**src/rtl/health_pkg.sv**
```systemverilog
// package: register offsets, timing constants and indicator enums for the health block
package health_pkg;
   // parameter offsets as printed (16-bit words on the parameter port)
   localparam logic [15:0] ADDR_TEMP_WARN_LIMIT = 16'h100C;
   localparam logic [15:0] ADDR_TEMP_MAX_LIMIT  = 16'h100E;
   localparam logic [15:0] ADDR_TEMP_ACTUAL     = 16'h1C20;
   localparam logic [15:0] ADDR_OVERLOAD_PCT    = 16'h1C32;
   localparam logic [15:0] ADDR_MEAN_LOAD_PCT   = 16'h1C34;

   // clock and timing
   localparam int unsigned CLK_HZ            = 25000000;
   localparam int unsigned OVERTEMP_TIME_S   = 5;
   localparam int unsigned OVERTEMP_CYCLES   = OVERTEMP_TIME_S * CLK_HZ;
   localparam int unsigned BLINK_HALF_MS     = 500;
   localparam int unsigned BLINK_HALF_CYCLES = BLINK_HALF_MS * (CLK_HZ / 1000);

   // reset values
   localparam logic [15:0] READ_DATA_RESET = 16'h0000;

   // operating state groups shown on the state indicators
   typedef enum logic [3:0] {
      OP_START       = 4'h1,
      OP_NOT_READY   = 4'h2,
      OP_SW_DISABLED = 4'h3,
      OP_READY       = 4'h4,
      OP_SWITCHED_ON = 4'h5,
      OP_ENABLED     = 4'h6,
      OP_QUICK_STOP  = 4'h7,
      OP_FAULT_REACT = 4'h8,
      OP_FAULT       = 4'h9
   } op_state_t;

   // indicator drive patterns
   typedef enum logic [2:0] {
      PAT_OFF,
      PAT_GREEN,
      PAT_GREEN_FLASH,
      PAT_RED,
      PAT_RED_FLASH,
      PAT_ALTERNATE,
      PAT_BOTH,
      PAT_RED_GREEN_FLASH
   } led_pattern_t;
endpackage

```
**src/rtl/drive_health_status_indicator.sv**
```systemverilog
// drive health monitor: temperature errors, load throttle, status indicators, parameter reads
//
// Functional notes
// - class 3 error after over-max longer than 5s
// - class 0 error at warning temperature
// - temperature and both limits readable signed 16-bit
// - load over limit limits current to nominal
// - load back below limit restores full current
// - overload and mean load readable signed percentages
// - green and red state indicators show state
// - distinct pattern per operating state group
// - drive comm: off, green, flashing green unconfigured
// - drive comm: flash red recoverable, red fatal
// - both comm indicators alternate during self-test; the drive one stays off while the drive is unpowered
// - network: off, green address, flashing connections
// - network flashing red on timeout until cleared
// - network steady red on duplicate address
`timescale 1ns/10ps
module drive_health_status_indicator #(
   parameter int unsigned OVERTEMP_CYCLES   = health_pkg::OVERTEMP_CYCLES,
   parameter int unsigned BLINK_HALF_CYCLES = health_pkg::BLINK_HALF_CYCLES
) (
   input  wire logic                  clk_sys,
   input  wire logic                  rst_b,
   // monitored values from the sensing and load estimation logic
   input  wire logic signed [15:0]    temp_actual,
   input  wire logic signed [15:0]    temp_warn_limit,
   input  wire logic signed [15:0]    temp_max_limit,
   input  wire logic signed [15:0]    overload_pct,
   input  wire logic signed [15:0]    mean_load_pct,
   input  wire logic                  load_over_limit,
   // operating state and firmware status
   input  wire logic [3:0]            op_state,
   input  wire logic                  firmware_missing,
   input  wire logic                  internal_error,
   // fieldbus status
   input  wire logic                  drive_powered,
   input  wire logic                  drive_configured,
   input  wire logic                  drive_err_recoverable,
   input  wire logic                  drive_err_fatal,
   input  wire logic                  self_test,
   input  wire logic                  ip_assigned,
   input  wire logic                  conn_active,
   input  wire logic                  conn_timeout,
   input  wire logic                  conn_restored,
   input  wire logic                  ip_duplicate,
   // parameter read port
   input  wire logic                  param_rd,
   input  wire logic [15:0]           param_addr,
   output logic [15:0]                param_rdata_q,
   output logic                       param_valid_q,
   output logic                       param_err_q,
   // monitor results
   output logic                       err_class0_q,
   output logic                       err_class3_q,
   output logic                       current_limit_nominal_q,
   // indicators
   output logic                       state_led_green_q,
   output logic                       state_led_red_q,
   output logic                       drive_led_green_q,
   output logic                       drive_led_red_q,
   output logic                       net_led_green_q,
   output logic                       net_led_red_q
);
   localparam int unsigned OTW = $clog2(OVERTEMP_CYCLES + 1);

   // elaboration checks: the hold counter needs at least one cycle and one spare count
   // above it, and every flashing pattern needs two cycles per half period
   if (OVERTEMP_CYCLES < 1) begin
      $error("over-temperature hold must be at least one cycle");
   end
   if (OVERTEMP_CYCLES == 32'hFFFF_FFFF) begin
      $error("over-temperature hold too long for the counter");
   end
   if (BLINK_HALF_CYCLES < 2) begin
      $error("blink half period must be at least two cycles");
   end

   // ---------------------------------------------------------------- temperature
   logic [OTW-1:0] ot_count_q;
   logic [OTW-1:0] ot_count_d;
   logic           err_class0_d;
   logic           err_class3_d;

   // signed compares: limits may be negative in degrees Celsius
   // the counter holds the number of consecutive over-limit edges and stops at the hold
   // time; the error rises on the next over-limit edge, so the excursion has outlasted
   // the hold time, and any sample at or below the max restarts the count
   always_comb begin
      ot_count_d   = '0;
      err_class3_d = 1'b0;
      err_class0_d = (temp_actual >= temp_warn_limit);
      if (temp_actual > temp_max_limit) begin
         if (ot_count_q == OTW'(OVERTEMP_CYCLES)) begin
            ot_count_d   = ot_count_q;
            err_class3_d = 1'b1;
         end else begin
            ot_count_d   = ot_count_q + 1'b1;
         end
      end else begin
         ot_count_d = '0;
      end
   end

   always_ff @(posedge clk_sys) begin
      if (!rst_b) begin
         ot_count_q   <= '0;
         err_class0_q <= 1'b0;
         err_class3_q <= 1'b0;
      end else begin
         ot_count_q   <= ot_count_d;
         err_class0_q <= err_class0_d;
         err_class3_q <= err_class3_d;
      end
   end

   // ---------------------------------------------------------------- load throttle
   logic limit_d;

   // throttle follows the load flag both ways; no hysteresis beyond the estimator's own
   // one register of delay, so the current limit changes one cycle after the flag
   always_comb begin
      limit_d = current_limit_nominal_q;
      if (load_over_limit) begin
         limit_d = 1'b1;
      end else begin
         limit_d = 1'b0;
      end
   end

   always_ff @(posedge clk_sys) begin
      if (!rst_b) begin
         current_limit_nominal_q <= 1'b0;
      end else begin
         current_limit_nominal_q <= limit_d;
      end
   end

   // ---------------------------------------------------------------- parameter reads
   logic [15:0] rdata_d;
   logic        valid_d;
   logic        err_d;

   // one-cycle answer; unmapped offsets return zero with the error flag
   // the signed values go out as raw bits; the master reads them back as signed words
   always_comb begin
      rdata_d = health_pkg::READ_DATA_RESET;
      valid_d = param_rd;
      err_d   = 1'b0;
      if (param_rd) begin
         case (param_addr)
            health_pkg::ADDR_TEMP_ACTUAL:     rdata_d = temp_actual;
            health_pkg::ADDR_TEMP_WARN_LIMIT: rdata_d = temp_warn_limit;
            health_pkg::ADDR_TEMP_MAX_LIMIT:  rdata_d = temp_max_limit;
            health_pkg::ADDR_OVERLOAD_PCT:    rdata_d = overload_pct;
            health_pkg::ADDR_MEAN_LOAD_PCT:   rdata_d = mean_load_pct;
            default:                          err_d   = 1'b1;
         endcase
      end
   end

   always_ff @(posedge clk_sys) begin
      if (!rst_b) begin
         param_rdata_q <= health_pkg::READ_DATA_RESET;
         param_valid_q <= 1'b0;
         param_err_q   <= 1'b0;
      end else begin
         param_rdata_q <= rdata_d;
         param_valid_q <= valid_d;
         param_err_q   <= err_d;
      end
   end

   // ---------------------------------------------------------------- network timeout latch
   logic timeout_hold_q;
   logic timeout_hold_d;

   // a new timeout wins over a restore in the same cycle; only restore or reset clears
   // the latch keeps the network indicator flashing red after the timeout pulse has gone
   always_comb begin
      timeout_hold_d = timeout_hold_q;
      if (conn_restored) begin
         timeout_hold_d = 1'b0;
      end
      if (conn_timeout) begin
         timeout_hold_d = 1'b1;
      end
   end

   always_ff @(posedge clk_sys) begin
      if (!rst_b) begin
         timeout_hold_q <= 1'b0;
      end else begin
         timeout_hold_q <= timeout_hold_d;
      end
   end

   // ---------------------------------------------------------------- indicator selection
   health_pkg::led_pattern_t state_pat;
   health_pkg::led_pattern_t drive_pat;
   health_pkg::led_pattern_t net_pat;

   // state indicators: firmware and internal faults override the state machine display;
   // eight groups need eight looks, so both fault cases light the two colours together,
   // steady for an internal fault and with green flashing for missing firmware
   always_comb begin
      state_pat = health_pkg::PAT_OFF;
      if (internal_error) begin
         state_pat = health_pkg::PAT_BOTH;
      end else if (firmware_missing) begin
         state_pat = health_pkg::PAT_RED_GREEN_FLASH;
      end else begin
         case (op_state)
            health_pkg::OP_START,
            health_pkg::OP_NOT_READY:   state_pat = health_pkg::PAT_OFF;
            health_pkg::OP_SW_DISABLED: state_pat = health_pkg::PAT_GREEN_FLASH;
            health_pkg::OP_READY,
            health_pkg::OP_SWITCHED_ON: state_pat = health_pkg::PAT_GREEN;
            health_pkg::OP_ENABLED:     state_pat = health_pkg::PAT_RED_FLASH;
            health_pkg::OP_QUICK_STOP,
            health_pkg::OP_FAULT_REACT: state_pat = health_pkg::PAT_ALTERNATE;
            health_pkg::OP_FAULT:       state_pat = health_pkg::PAT_RED;
            default:                    state_pat = health_pkg::PAT_OFF;
         endcase
      end
   end

   // drive communication indicator: no power darkens it whatever else is flagged
   // a self-test shows before any error so no error hides the test pattern
   always_comb begin
      drive_pat = health_pkg::PAT_OFF;
      if (!drive_powered) begin
         drive_pat = health_pkg::PAT_OFF;
      end else if (self_test) begin
         drive_pat = health_pkg::PAT_ALTERNATE;
      end else if (drive_err_fatal) begin
         drive_pat = health_pkg::PAT_RED;
      end else if (drive_err_recoverable) begin
         drive_pat = health_pkg::PAT_RED_FLASH;
      end else if (!drive_configured) begin
         drive_pat = health_pkg::PAT_GREEN_FLASH;
      end else begin
         drive_pat = health_pkg::PAT_GREEN;
      end
   end

   // network indicator, highest priority first
   always_comb begin
      net_pat = health_pkg::PAT_OFF;
      if (self_test) begin
         net_pat = health_pkg::PAT_ALTERNATE;
      end else if (ip_duplicate) begin
         net_pat = health_pkg::PAT_RED;
      end else if (timeout_hold_q) begin
         net_pat = health_pkg::PAT_RED_FLASH;
      end else if (!ip_assigned) begin
         net_pat = health_pkg::PAT_OFF;
      end else if (conn_active) begin
         net_pat = health_pkg::PAT_GREEN_FLASH;
      end else begin
         net_pat = health_pkg::PAT_GREEN;
      end
   end

   // ---------------------------------------------------------------- indicator drivers
   logic blink_phase;

   // one timer keeps every flashing indicator in phase
   blink_timer #(
      .HALF_CYCLES (BLINK_HALF_CYCLES)
   ) u_blink (
      .clk_sys (clk_sys),
      .rst_b   (rst_b),
      .phase_q (blink_phase)
   );

   led_pattern_drive u_state_led (
      .clk_sys (clk_sys),
      .rst_b   (rst_b),
      .pattern (state_pat),
      .phase   (blink_phase),
      .green_q (state_led_green_q),
      .red_q   (state_led_red_q)
   );

   led_pattern_drive u_drive_led (
      .clk_sys (clk_sys),
      .rst_b   (rst_b),
      .pattern (drive_pat),
      .phase   (blink_phase),
      .green_q (drive_led_green_q),
      .red_q   (drive_led_red_q)
   );

   led_pattern_drive u_net_led (
      .clk_sys (clk_sys),
      .rst_b   (rst_b),
      .pattern (net_pat),
      .phase   (blink_phase),
      .green_q (net_led_green_q),
      .red_q   (net_led_red_q)
   );
endmodule

```
**src/rtl/blink_timer.sv**
```systemverilog
// blink timer: half-period counter and a toggling phase for all flashing patterns
`timescale 1ns/10ps
module blink_timer #(
   parameter int unsigned HALF_CYCLES = health_pkg::BLINK_HALF_CYCLES
) (
   input  wire logic clk_sys,
   input  wire logic rst_b,
   output logic      phase_q
);
   localparam int unsigned CW = (HALF_CYCLES > 1) ? $clog2(HALF_CYCLES) : 1;

   // elaboration check: one cycle per half period would leave no visible off phase
   if (HALF_CYCLES < 2) begin
      $error("blink half period must be at least two cycles");
   end

   logic [CW-1:0] count_q;
   logic [CW-1:0] count_d;
   logic          phase_d;

   // counter wraps once per half period; phase flips on the wrap
   always_comb begin
      count_d = count_q + 1'b1;
      phase_d = phase_q;
      if (count_q == CW'(HALF_CYCLES - 1)) begin
         count_d = '0;
         phase_d = ~phase_q;
      end
   end

   always_ff @(posedge clk_sys) begin
      if (!rst_b) begin
         count_q <= '0;
         phase_q <= 1'b0;
      end else begin
         count_q <= count_d;
         phase_q <= phase_d;
      end
   end
endmodule

```
**src/rtl/led_pattern_drive.sv**
```systemverilog
// one bicolour indicator: turns a pattern code and blink phase into green/red drives
`timescale 1ns/10ps
module led_pattern_drive (
   input  wire logic                      clk_sys,
   input  wire logic                      rst_b,
   input  wire health_pkg::led_pattern_t  pattern,
   input  wire logic                      phase,
   output logic                           green_q,
   output logic                           red_q
);
   logic green_d;
   logic red_d;

   // flashing and alternating follow the shared phase so all indicators stay in step
   always_comb begin
      green_d = 1'b0;
      red_d   = 1'b0;
      case (pattern)
         health_pkg::PAT_GREEN:       green_d = 1'b1;
         health_pkg::PAT_GREEN_FLASH: green_d = phase;
         health_pkg::PAT_RED:         red_d   = 1'b1;
         health_pkg::PAT_RED_FLASH:   red_d   = phase;
         health_pkg::PAT_ALTERNATE: begin
            green_d = phase;
            red_d   = ~phase;
         end
         health_pkg::PAT_BOTH: begin
            green_d = 1'b1;
            red_d   = 1'b1;
         end
         health_pkg::PAT_RED_GREEN_FLASH: begin
            green_d = phase;
            red_d   = 1'b1;
         end
         default: begin
            green_d = 1'b0;
            red_d   = 1'b0;
         end
      endcase
   end

   always_ff @(posedge clk_sys) begin
      if (!rst_b) begin
         green_q <= 1'b0;
         red_q   <= 1'b0;
      end else begin
         green_q <= green_d;
         red_q   <= red_d;
      end
   end
endmodule

```
**config.mk**
```make
export PLATFORM = sky130hd
export DESIGN_NAME = drive_health_status_indicator
export DESIGN_NICKNAME = d
export VERILOG_FILES = /design/src/rtl/health_pkg.sv /design/src/rtl/drive_health_status_indicator.sv /design/src/rtl/blink_timer.sv /design/src/rtl/led_pattern_drive.sv
export SDC_FILE = /design/constraint.sdc
export NUM_CORES = 1
export LEC_CHECK = 0
export BUFFER_PORTS_ARGS = -buffer_cell sky130_fd_sc_hd__buf_2
export CAP_MARGIN = 20
export CORE_MARGIN = 10
export CORE_UTILIZATION = 58
export CTS_BUF_LIST = sky130_fd_sc_hd__clkbuf_4
export CTS_CLUSTER_DIAMETER = 50
export DETAILED_ROUTE_END_ITERATION = 8
export GPL_TIMING_DRIVEN = 0
export PLACE_DENSITY_LB_ADDON = 0.3
export SETUP_SLACK_MARGIN = 0.4
export SLEW_MARGIN = 0
export SYNTH_ARGS = -nofsm -noshare
export SYNTH_HDL_FRONTEND = slang
export SYNTH_SLANG_ARGS = --single-unit
```
**constraint.sdc**
```tcl
create_clock -name clk_sys -period 4.07 [get_ports clk_sys]
set_input_delay 0 -clock clk_sys [delete_from_list [all_inputs] [get_ports clk_sys]]
set_output_delay 0 -clock clk_sys [all_outputs]
set_load 0.03 [all_outputs]
```
==> results.md, run 1 <==
- Max-Cap Viols: 0
- DRC: 0
- Vias per inst: 6.50
- Worst Tran Pin Value: 1.13 ns
- Pwr dens: 260 mW/mm^2
- Hold Path Class: primary input to flip-flop
- Share of cells above drive strength 1: a little over a quarter
- Crit path arrival time: 3.41 ns
- Die height: approximately 110 microns
- Final Hold Fails: 0
- Count of cell types in the netlist: 57
- Cts bufs inserted: 9
- CTS root buf: clkbuf_4
- Cts hold-fix bufs: 66
- Setup TNS Final: 0 ns
- Outcome: completed
- Initial Util: 60.7%
- H-tree depth: 3
- Vias in the first global route: 5737
- Fin util: 81.9%
- CTS-repair resized insts: 0
- RSZ-0062 raised after global routing: no
- Mapped Area: approximately 0.0048 sq mm
- Multi-input logic area: around 0.0029 sq mm
- CTS tree: done
- Maximum vdd ir drop: 0.154 mV
- DRT iter0 DRCs: roughly 710
- Post-route ant nets: 0
- Commonest cells post-synth: 80 x dfxtp_1, 48 x inv_1, 46 x nor2_1, 35 x ha_1, 29 x a21oi_1
- Clk sink count: 80
- First-pass GRT wire length: 28900 microns
- Synth top area cells: dfxtp_1 34%, ha_1 9.2%, xnor2_1 5.2%
- DR pass1 iterations: 9
- Die footprint: between 0.01 and 0.015 sq mm
- Max frequency: 0.332 GHz
- # nets final: 903
- Relative slew slack: about a quarter
- Largest net degree at the start of global routing: 14
- Reg clk slew, reported paths: 0.14 ns
- Grt ovf: 0
- Syn. warnings: 0
- Final worst-path cycle share: roughly three quarters
- Gp weighted congestion: 0.888
- DR WL/cell: between 20 and 25 microns
- Critical path class: primary input to flip-flop
- Port Buffers: 142
- Crit Path Max Fanout: 10
- Die Width: 111 microns
- Yosys top cell by area: dfxtp_1
- Final min period: 3.01 ns
- Area growth, synth to finish: 35.0%
- Final-report max-slew violation count: 0
- Filler cells: ~440
- Net Count, Synth: 684
- Detailed Route WL: 18700 microns
- Most numerous cell in the Yosys netlist: dfxtp_1
- Async set-or-reset flop fraction in the synthesized netlist: 0%
- Tot GR Track Use: 28.1%
- CP endpoint kind: flip-flop
- Share of the synthesized area in the top cell type: about a third
- Setup Viol. Count Final: 0
- Clk_skew: about 0.015 ns
- Yosys reg bits: 80
- Core area: 0.00785 sq mm
- Post-synthesis sequential area ratio: 33.6%
- Cell Rows: 32
- Hpwl dp: around 11000 microns
- Final Power: 0.00167 W
- Avg Cell Area, Syn: 8.93 sq um
- Main synth FF type: dfxtp_1
- Clock latency on the worst-skew pair: 0.45 ns
- Required @ worst endpoint: between 4 and 5 ns
- Post-CTS Setup Repair Bufs: 0
- Crit path launch type: primary input
- Leakage Power: 2.68 nW
- Initial antenna violation count: 3
- Cell count after synthesis: 533
- Post-synth EDFFs: 0
- Via count: between 5000 and 6000
- IO Count: around 140
- Register area: 0.00160 sq mm
- Clk buf depth: 2
## path summary, 6_finish.rpt
kind / cells after the start / slack, ns / start / endpoint
worst min register to register: 1 / 0.46 / u_blink.count_q[0] / u_blink.count_q[0]
worst max register to register: 5 / 1.79 / u_blink.phase_q / u_state_led.red_q
worst max-delay path: 9 / 1.06 / param_addr[7] / param_rdata_q[7]
worst min-delay path: 4 / 0.02 / drive_err_fatal / u_drive_led.red_q
## worst max-delay path: stages
cell           delay (ns)
buf_2                0.12
nor4_4               0.35
nand3b_2             0.16
nor3_1               0.92
buf_2                0.40
a222oi_1             0.12
dlygate4sd3_1        0.64
a21oi_2              0.14
dlygate4sd3_1        0.56
## cell usage in the layout (no fill, tap or decap), types with 5 or more instances in the layout
cell type      Yosys  layout
a21oi_2            5       5
and2_1             8       8
buf_2              9     151
nor4_1            23      23
ha_1              35      35
dlygate4sd3_1      0      66
nor3_1            17      17
nand2_1           23      23
nor4_2            11      11
xor2_1            20      20
o21ai_0            7       7
clkbuf_1           6       6
nor2_1            46      46
nor2b_1            6       6
clkbuf_4           0      11
a22oi_1           16      16
xnor2_1           28      28
a21oi_1           29      29
a222oi_1          16      16
nand3_1           21      21
dfxtp_1           80      80
inv_1             48      48
nand4_1           19      19
## logic make-up (layout without fill, tap and decap cells)
kind of cell / Yosys count / in the layout / synth area share (%)
AOI/OAI and AO/OA: 91 / 91 / 14.0
xor gates and xnor gates: 48 / 48 / 8.83
adders and majority gates: 35 / 35 / 9.20
buffers and inverters: 68 / 292 / 6.31
DFF: 80 / 80 / 33.6
muxes: 3 / 3 / 0.631
other: 0 / 2 / 0
and+or+nand+nor: 208 / 208 / 27.4
## final cells by class
class                           instances  share of cell area (%)
Multi-Input combinational cell        385                    44.5
Buffer                                 20                    1.87
Sequential cell                        80                    24.9
Clock buffer                           11                    1.28
Timing Repair Buffer                  208                    21.3
Antenna cell                            2                  0.0779
Tap cell                              102                    1.99
Clock inverter                          5                    1.27
Inverter                               48                    2.80
## through the flow
| step | instances | hold WS, ns | setup slack, ns | area (sq um) |
|---|---|---|---|---|
| floorplan | 533 | 0.117 | 2.18 | 4760 |
| global placement | 777 | 0.206 | 1.87 | 5600 |
| detailed placement | 777 | 0.212 | 1.77 | 5600 |
| CTS | 859 | 0.000855 | 1.45 | 6420 |
| global route | 861 | 0.0260 | 1.07 | 6430 |
| finish | 861 | 0.0198 | 1.06 | 6430 |
## power by group
part | switching (W) | total, W | internal [W] | leakage [nW]
Sequential | 0.00000802 | 0.000803 | 0.000794 | 0.648
Clock | 0.000297 | 0.000560 | 0.000263 | 0.0871
Combinational | 0.000179 | 0.000312 | 0.000133 | 1.95
## sequential cells by signal, summed over array words and instances, names as in the netlist
signal / cells
u_drive_led.green_q: 1
param_err_q: 1
u_blink.phase_q: 1
u_state_led.red_q: 1
u_net_led.green_q: 1
err_class0_q: 1
timeout_hold_q: 1
current_limit_nominal_q: 1
err_class3_q: 1
param_valid_q: 1
u_net_led.red_q: 1
ot_count_q: 27
param_rdata_q: 16
u_blink.count_q: 24
u_drive_led.red_q: 1
u_state_led.green_q: 1
## layer usage
metal / vias up / part of all wire (%) / GRT usage, %
met5: - / 0.091 / 0
met2: 453 / 49 / 50.0
met3: 146 / 9.9 / 7.62
li1: 2405 / - / -
met1: 2588 / 33 / 27.8
met4: 2 / 7.6 / 19.0
No activity file was read; power rests on OpenSTA's default activity.
==> inputs of run 2 (changes only) <==
--- a/config.mk
+++ b/config.mk
@@ -8,7 +8,7 @@
 export BUFFER_PORTS_ARGS = -buffer_cell sky130_fd_sc_hd__buf_2
 export CAP_MARGIN = 20
 export CORE_MARGIN = 10
-export CORE_UTILIZATION = 58
+export CORE_UTILIZATION = 54
 export CTS_BUF_LIST = sky130_fd_sc_hd__clkbuf_4
 export CTS_CLUSTER_DIAMETER = 50
 export DETAILED_ROUTE_END_ITERATION = 8
==> constraint.sdc (replaced) <==
create_clock -name clk_sys -period 3.1 [get_ports clk_sys]
set_input_delay 0 -clock clk_sys [delete_from_list [all_inputs] [get_ports clk_sys]]
set_output_delay 0 -clock clk_sys [all_outputs]
set_load 0.03 [all_outputs]
==> results.md, run 2 (same netlist as run 1, synthesis figures left out) <==
- # placed instances: 783 (+0.77%)
- CTS root buf: clkbuf_4
- Largest net degree at the start of global routing: 14 (unchanged)
- Hpwl dp: 10400 microns (-2.2%)
- Clk_skew: 0.0240 ns (+0.00952 ns)
- Max frequency: 0.391 GHz
- R2r worst-path depth: 7 (+2)
- DR pass1 iterations: 5 (-4)
- Crit path arrival time: 2.93 ns (-0.48 ns)
- Final worst-path cycle share: 82.4%
- Setup Viol. Count Final: 0 (unchanged)
- Vias per inst: 5.69 (-12%)
- DRC: 0 (unchanged)
- Register area: 0.00160 sq mm (unchanged)
- Die Width: 114 microns (+3.0%)
- Crit-path slowest cell: dlygate4sd3_1
- Post-CTS Setup Repair Bufs: 0 (unchanged)
- Pwr dens: 309 mW/mm^2 (+19%)
- Vias in the first global route: 5127 (-11%)
- Grt ovf: 0 (unchanged)
- Leading cell types in the layout, fill and taps excluded: 151 x buf_2, 80 x dfxtp_1, 67 x dlygate4sd3_1, 48 x inv_1, 46 x nor2_1
- Dpl ws: 0.802 ns (-0.971 ns)
- Fin util: 74.2% (-7.8 points)
- Share of cells above drive strength 1: 26.9% (+0.097 points)
- CP bufs+invs: 4 (unchanged)
- Worst Tran Pin Value: 0.721 ns (-0.409 ns)
- Tot GR Track Use: 22.5% (-5.6 points)
- Max-Cap Viols: 0 (unchanged)
- Required @ worst endpoint: 3.47 ns (-1.00 ns)
- RSZ-0062 raised after global routing: no
- Setup TNS Final: 0 ns (unchanged)
- # nets final: 904 (+0.11%)
- Initial antenna violation count: 2 (-1)
- H-tree depth: 3 (unchanged)
- Setup ws final: 0.546 ns (-0.516 ns)
- Die height: 114 microns (+3.0%)
- Reg clk slew, reported paths: 0.15 ns (about the same)
- Relative slew slack: 51.4% (+27 points)
- CP endpoint kind: flip-flop
- DR WL/cell: 16.8 microns (-22%)
- Min-Delay Path Depth: 4 (unchanged)
- Final Non-Filler Cells: 867 (+0.70%)
- Most common cell after layout, fill and taps aside: buf_2
- Max FFs per register: 27 (unchanged)
- Filler cells: 625 (+42%)
- First-pass GRT wire length: 24400 microns (-16%)
- Final Hold Fails: 0 (unchanged)
- CTS tree: done
- Crit path max-delay family: buffers and inverters
- DP Area: 0.00561 sq mm (+0.13%)
- Maximum vdd ir drop: 0.168 mV (+9.2%)
- Crit Path Max Fanout: 10 (unchanged)
- Hold Path Class: primary input to flip-flop
- CP Depth: 9 (unchanged)
- CP peak stage delay: 0.60 ns (-0.32 ns)
- Port Buffers: 142 (unchanged)
- Leakage Power: 2.66 nW (-0.75%)
- Detailed Route WL: 14600 microns (-22%)
- Critical-path cell list: buf_2, nor4b_4, nand3b_2, nor3_2, buf_2, a222oi_1, dlygate4sd3_1, a21oi_2, dlygate4sd3_1
- Clk buf depth: 2 (unchanged)
- Post-layout instance area: 0.00640 sq mm (-0.37%)
- DRT iter0 DRCs: 275 (-61%)
- Initial Util: 55.1% (-5.5 points)
- Via count: 4932 (-12%)
- IO Count: 143 (unchanged)
- Critical path class: primary input to flip-flop
- Crit path launch type: primary input
- Cts bufs inserted: 9 (unchanged)
- Final min period: around 2.6 ns
- Core area: 0.00864 sq mm (+10%)
- Register with the most flip-flops: ot_count_q
- Die footprint: 0.0130 sq mm (+6.0%)
- Outcome: completed
- Cell Rows: 34 (+6.3%)
- Largest regs: ot_count_q x27, u_blink.count_q x24, param_rdata_q x16
- Area growth, synth to finish: 34.5%
- Clock latency on the worst-skew pair: 0.44 ns (about the same)
- Multi-input logic area: 0.00287 sq mm (+0.35%)
- Clk sink count: 80 (unchanged)
- Final-report max-slew violation count: 0 (unchanged)
- Post-route ant nets: 0 (unchanged)
- Gp weighted congestion: 0.836 (-5.8%)
-- run 2: power by group --
group	total, W	internal, W	switching, W
logic	0.000365	0.000170	0.000195
registers	0.00105	0.00104	0.00000870
clock network	0.000565	0.000182	0.000382
total	0.00198	0.00140	0.000586
-- run 2: through the flow --
stage / power (W) / hold WS [ns]
6_report: 0.00198 / 0.0181
5_1_grt: 0.00207 / 0.0335
4_1_cts: 0.00198 / 0.0247
3_5_place_dp: 0.00140 / 0.224
3_3_place_gp: 0.00139 / 0.210
2_1_floorplan: 0.00125 / 0.117
-- run 2: final cells by class --
class	count	share of cell area, %
multi-input cells	385	44.8
repair buffers	209	21.6
plain buffers	20	1.88
clock buffers	11	1.29
clock inverters	5	0.508
flip-flops and latches	80	25.0
well taps	108	2.11
diodes	1	0.0391
inverters	48	2.81
-- run 2: path summary, 6_finish.rpt --
check                                        start            endpoint  slack (ns)
worst max-delay path                param_addr[13]    param_rdata_q[9]        0.55
worst min-delay path                         rst_b  u_blink.count_q[3]        0.02
worst max register to register  u_blink.count_q[7]  u_blink.count_q[1]        0.84
worst min register to register  u_blink.count_q[0]  u_blink.count_q[0]        0.45
-- run 2: per-layer routing --
layer  global-route usage (%)  part of all wire, %  vias to the layer above
met3                     7.87                  8.3                       57
li1                         -                    -                     2400
met5                        0                0.062                        -
met4                     9.19                  3.2                        2
met1                     23.8                   39                     2275
met2                     39.9                   50                      198
-- run 2: what timing repair did --
action                                  in CTS  in global routing
endpoints found under the setup margin       0                  4
hold buffers                                67                  0
endpoints found under the hold margin       26                  0
resized for setup                            0                  2
-- run 2: worst min-delay path, delay by kind of cell --
kind	cells	cell delay, ns
AND/OR/NAND/NOR	2	0.17
buffers and inverters	2	0.27
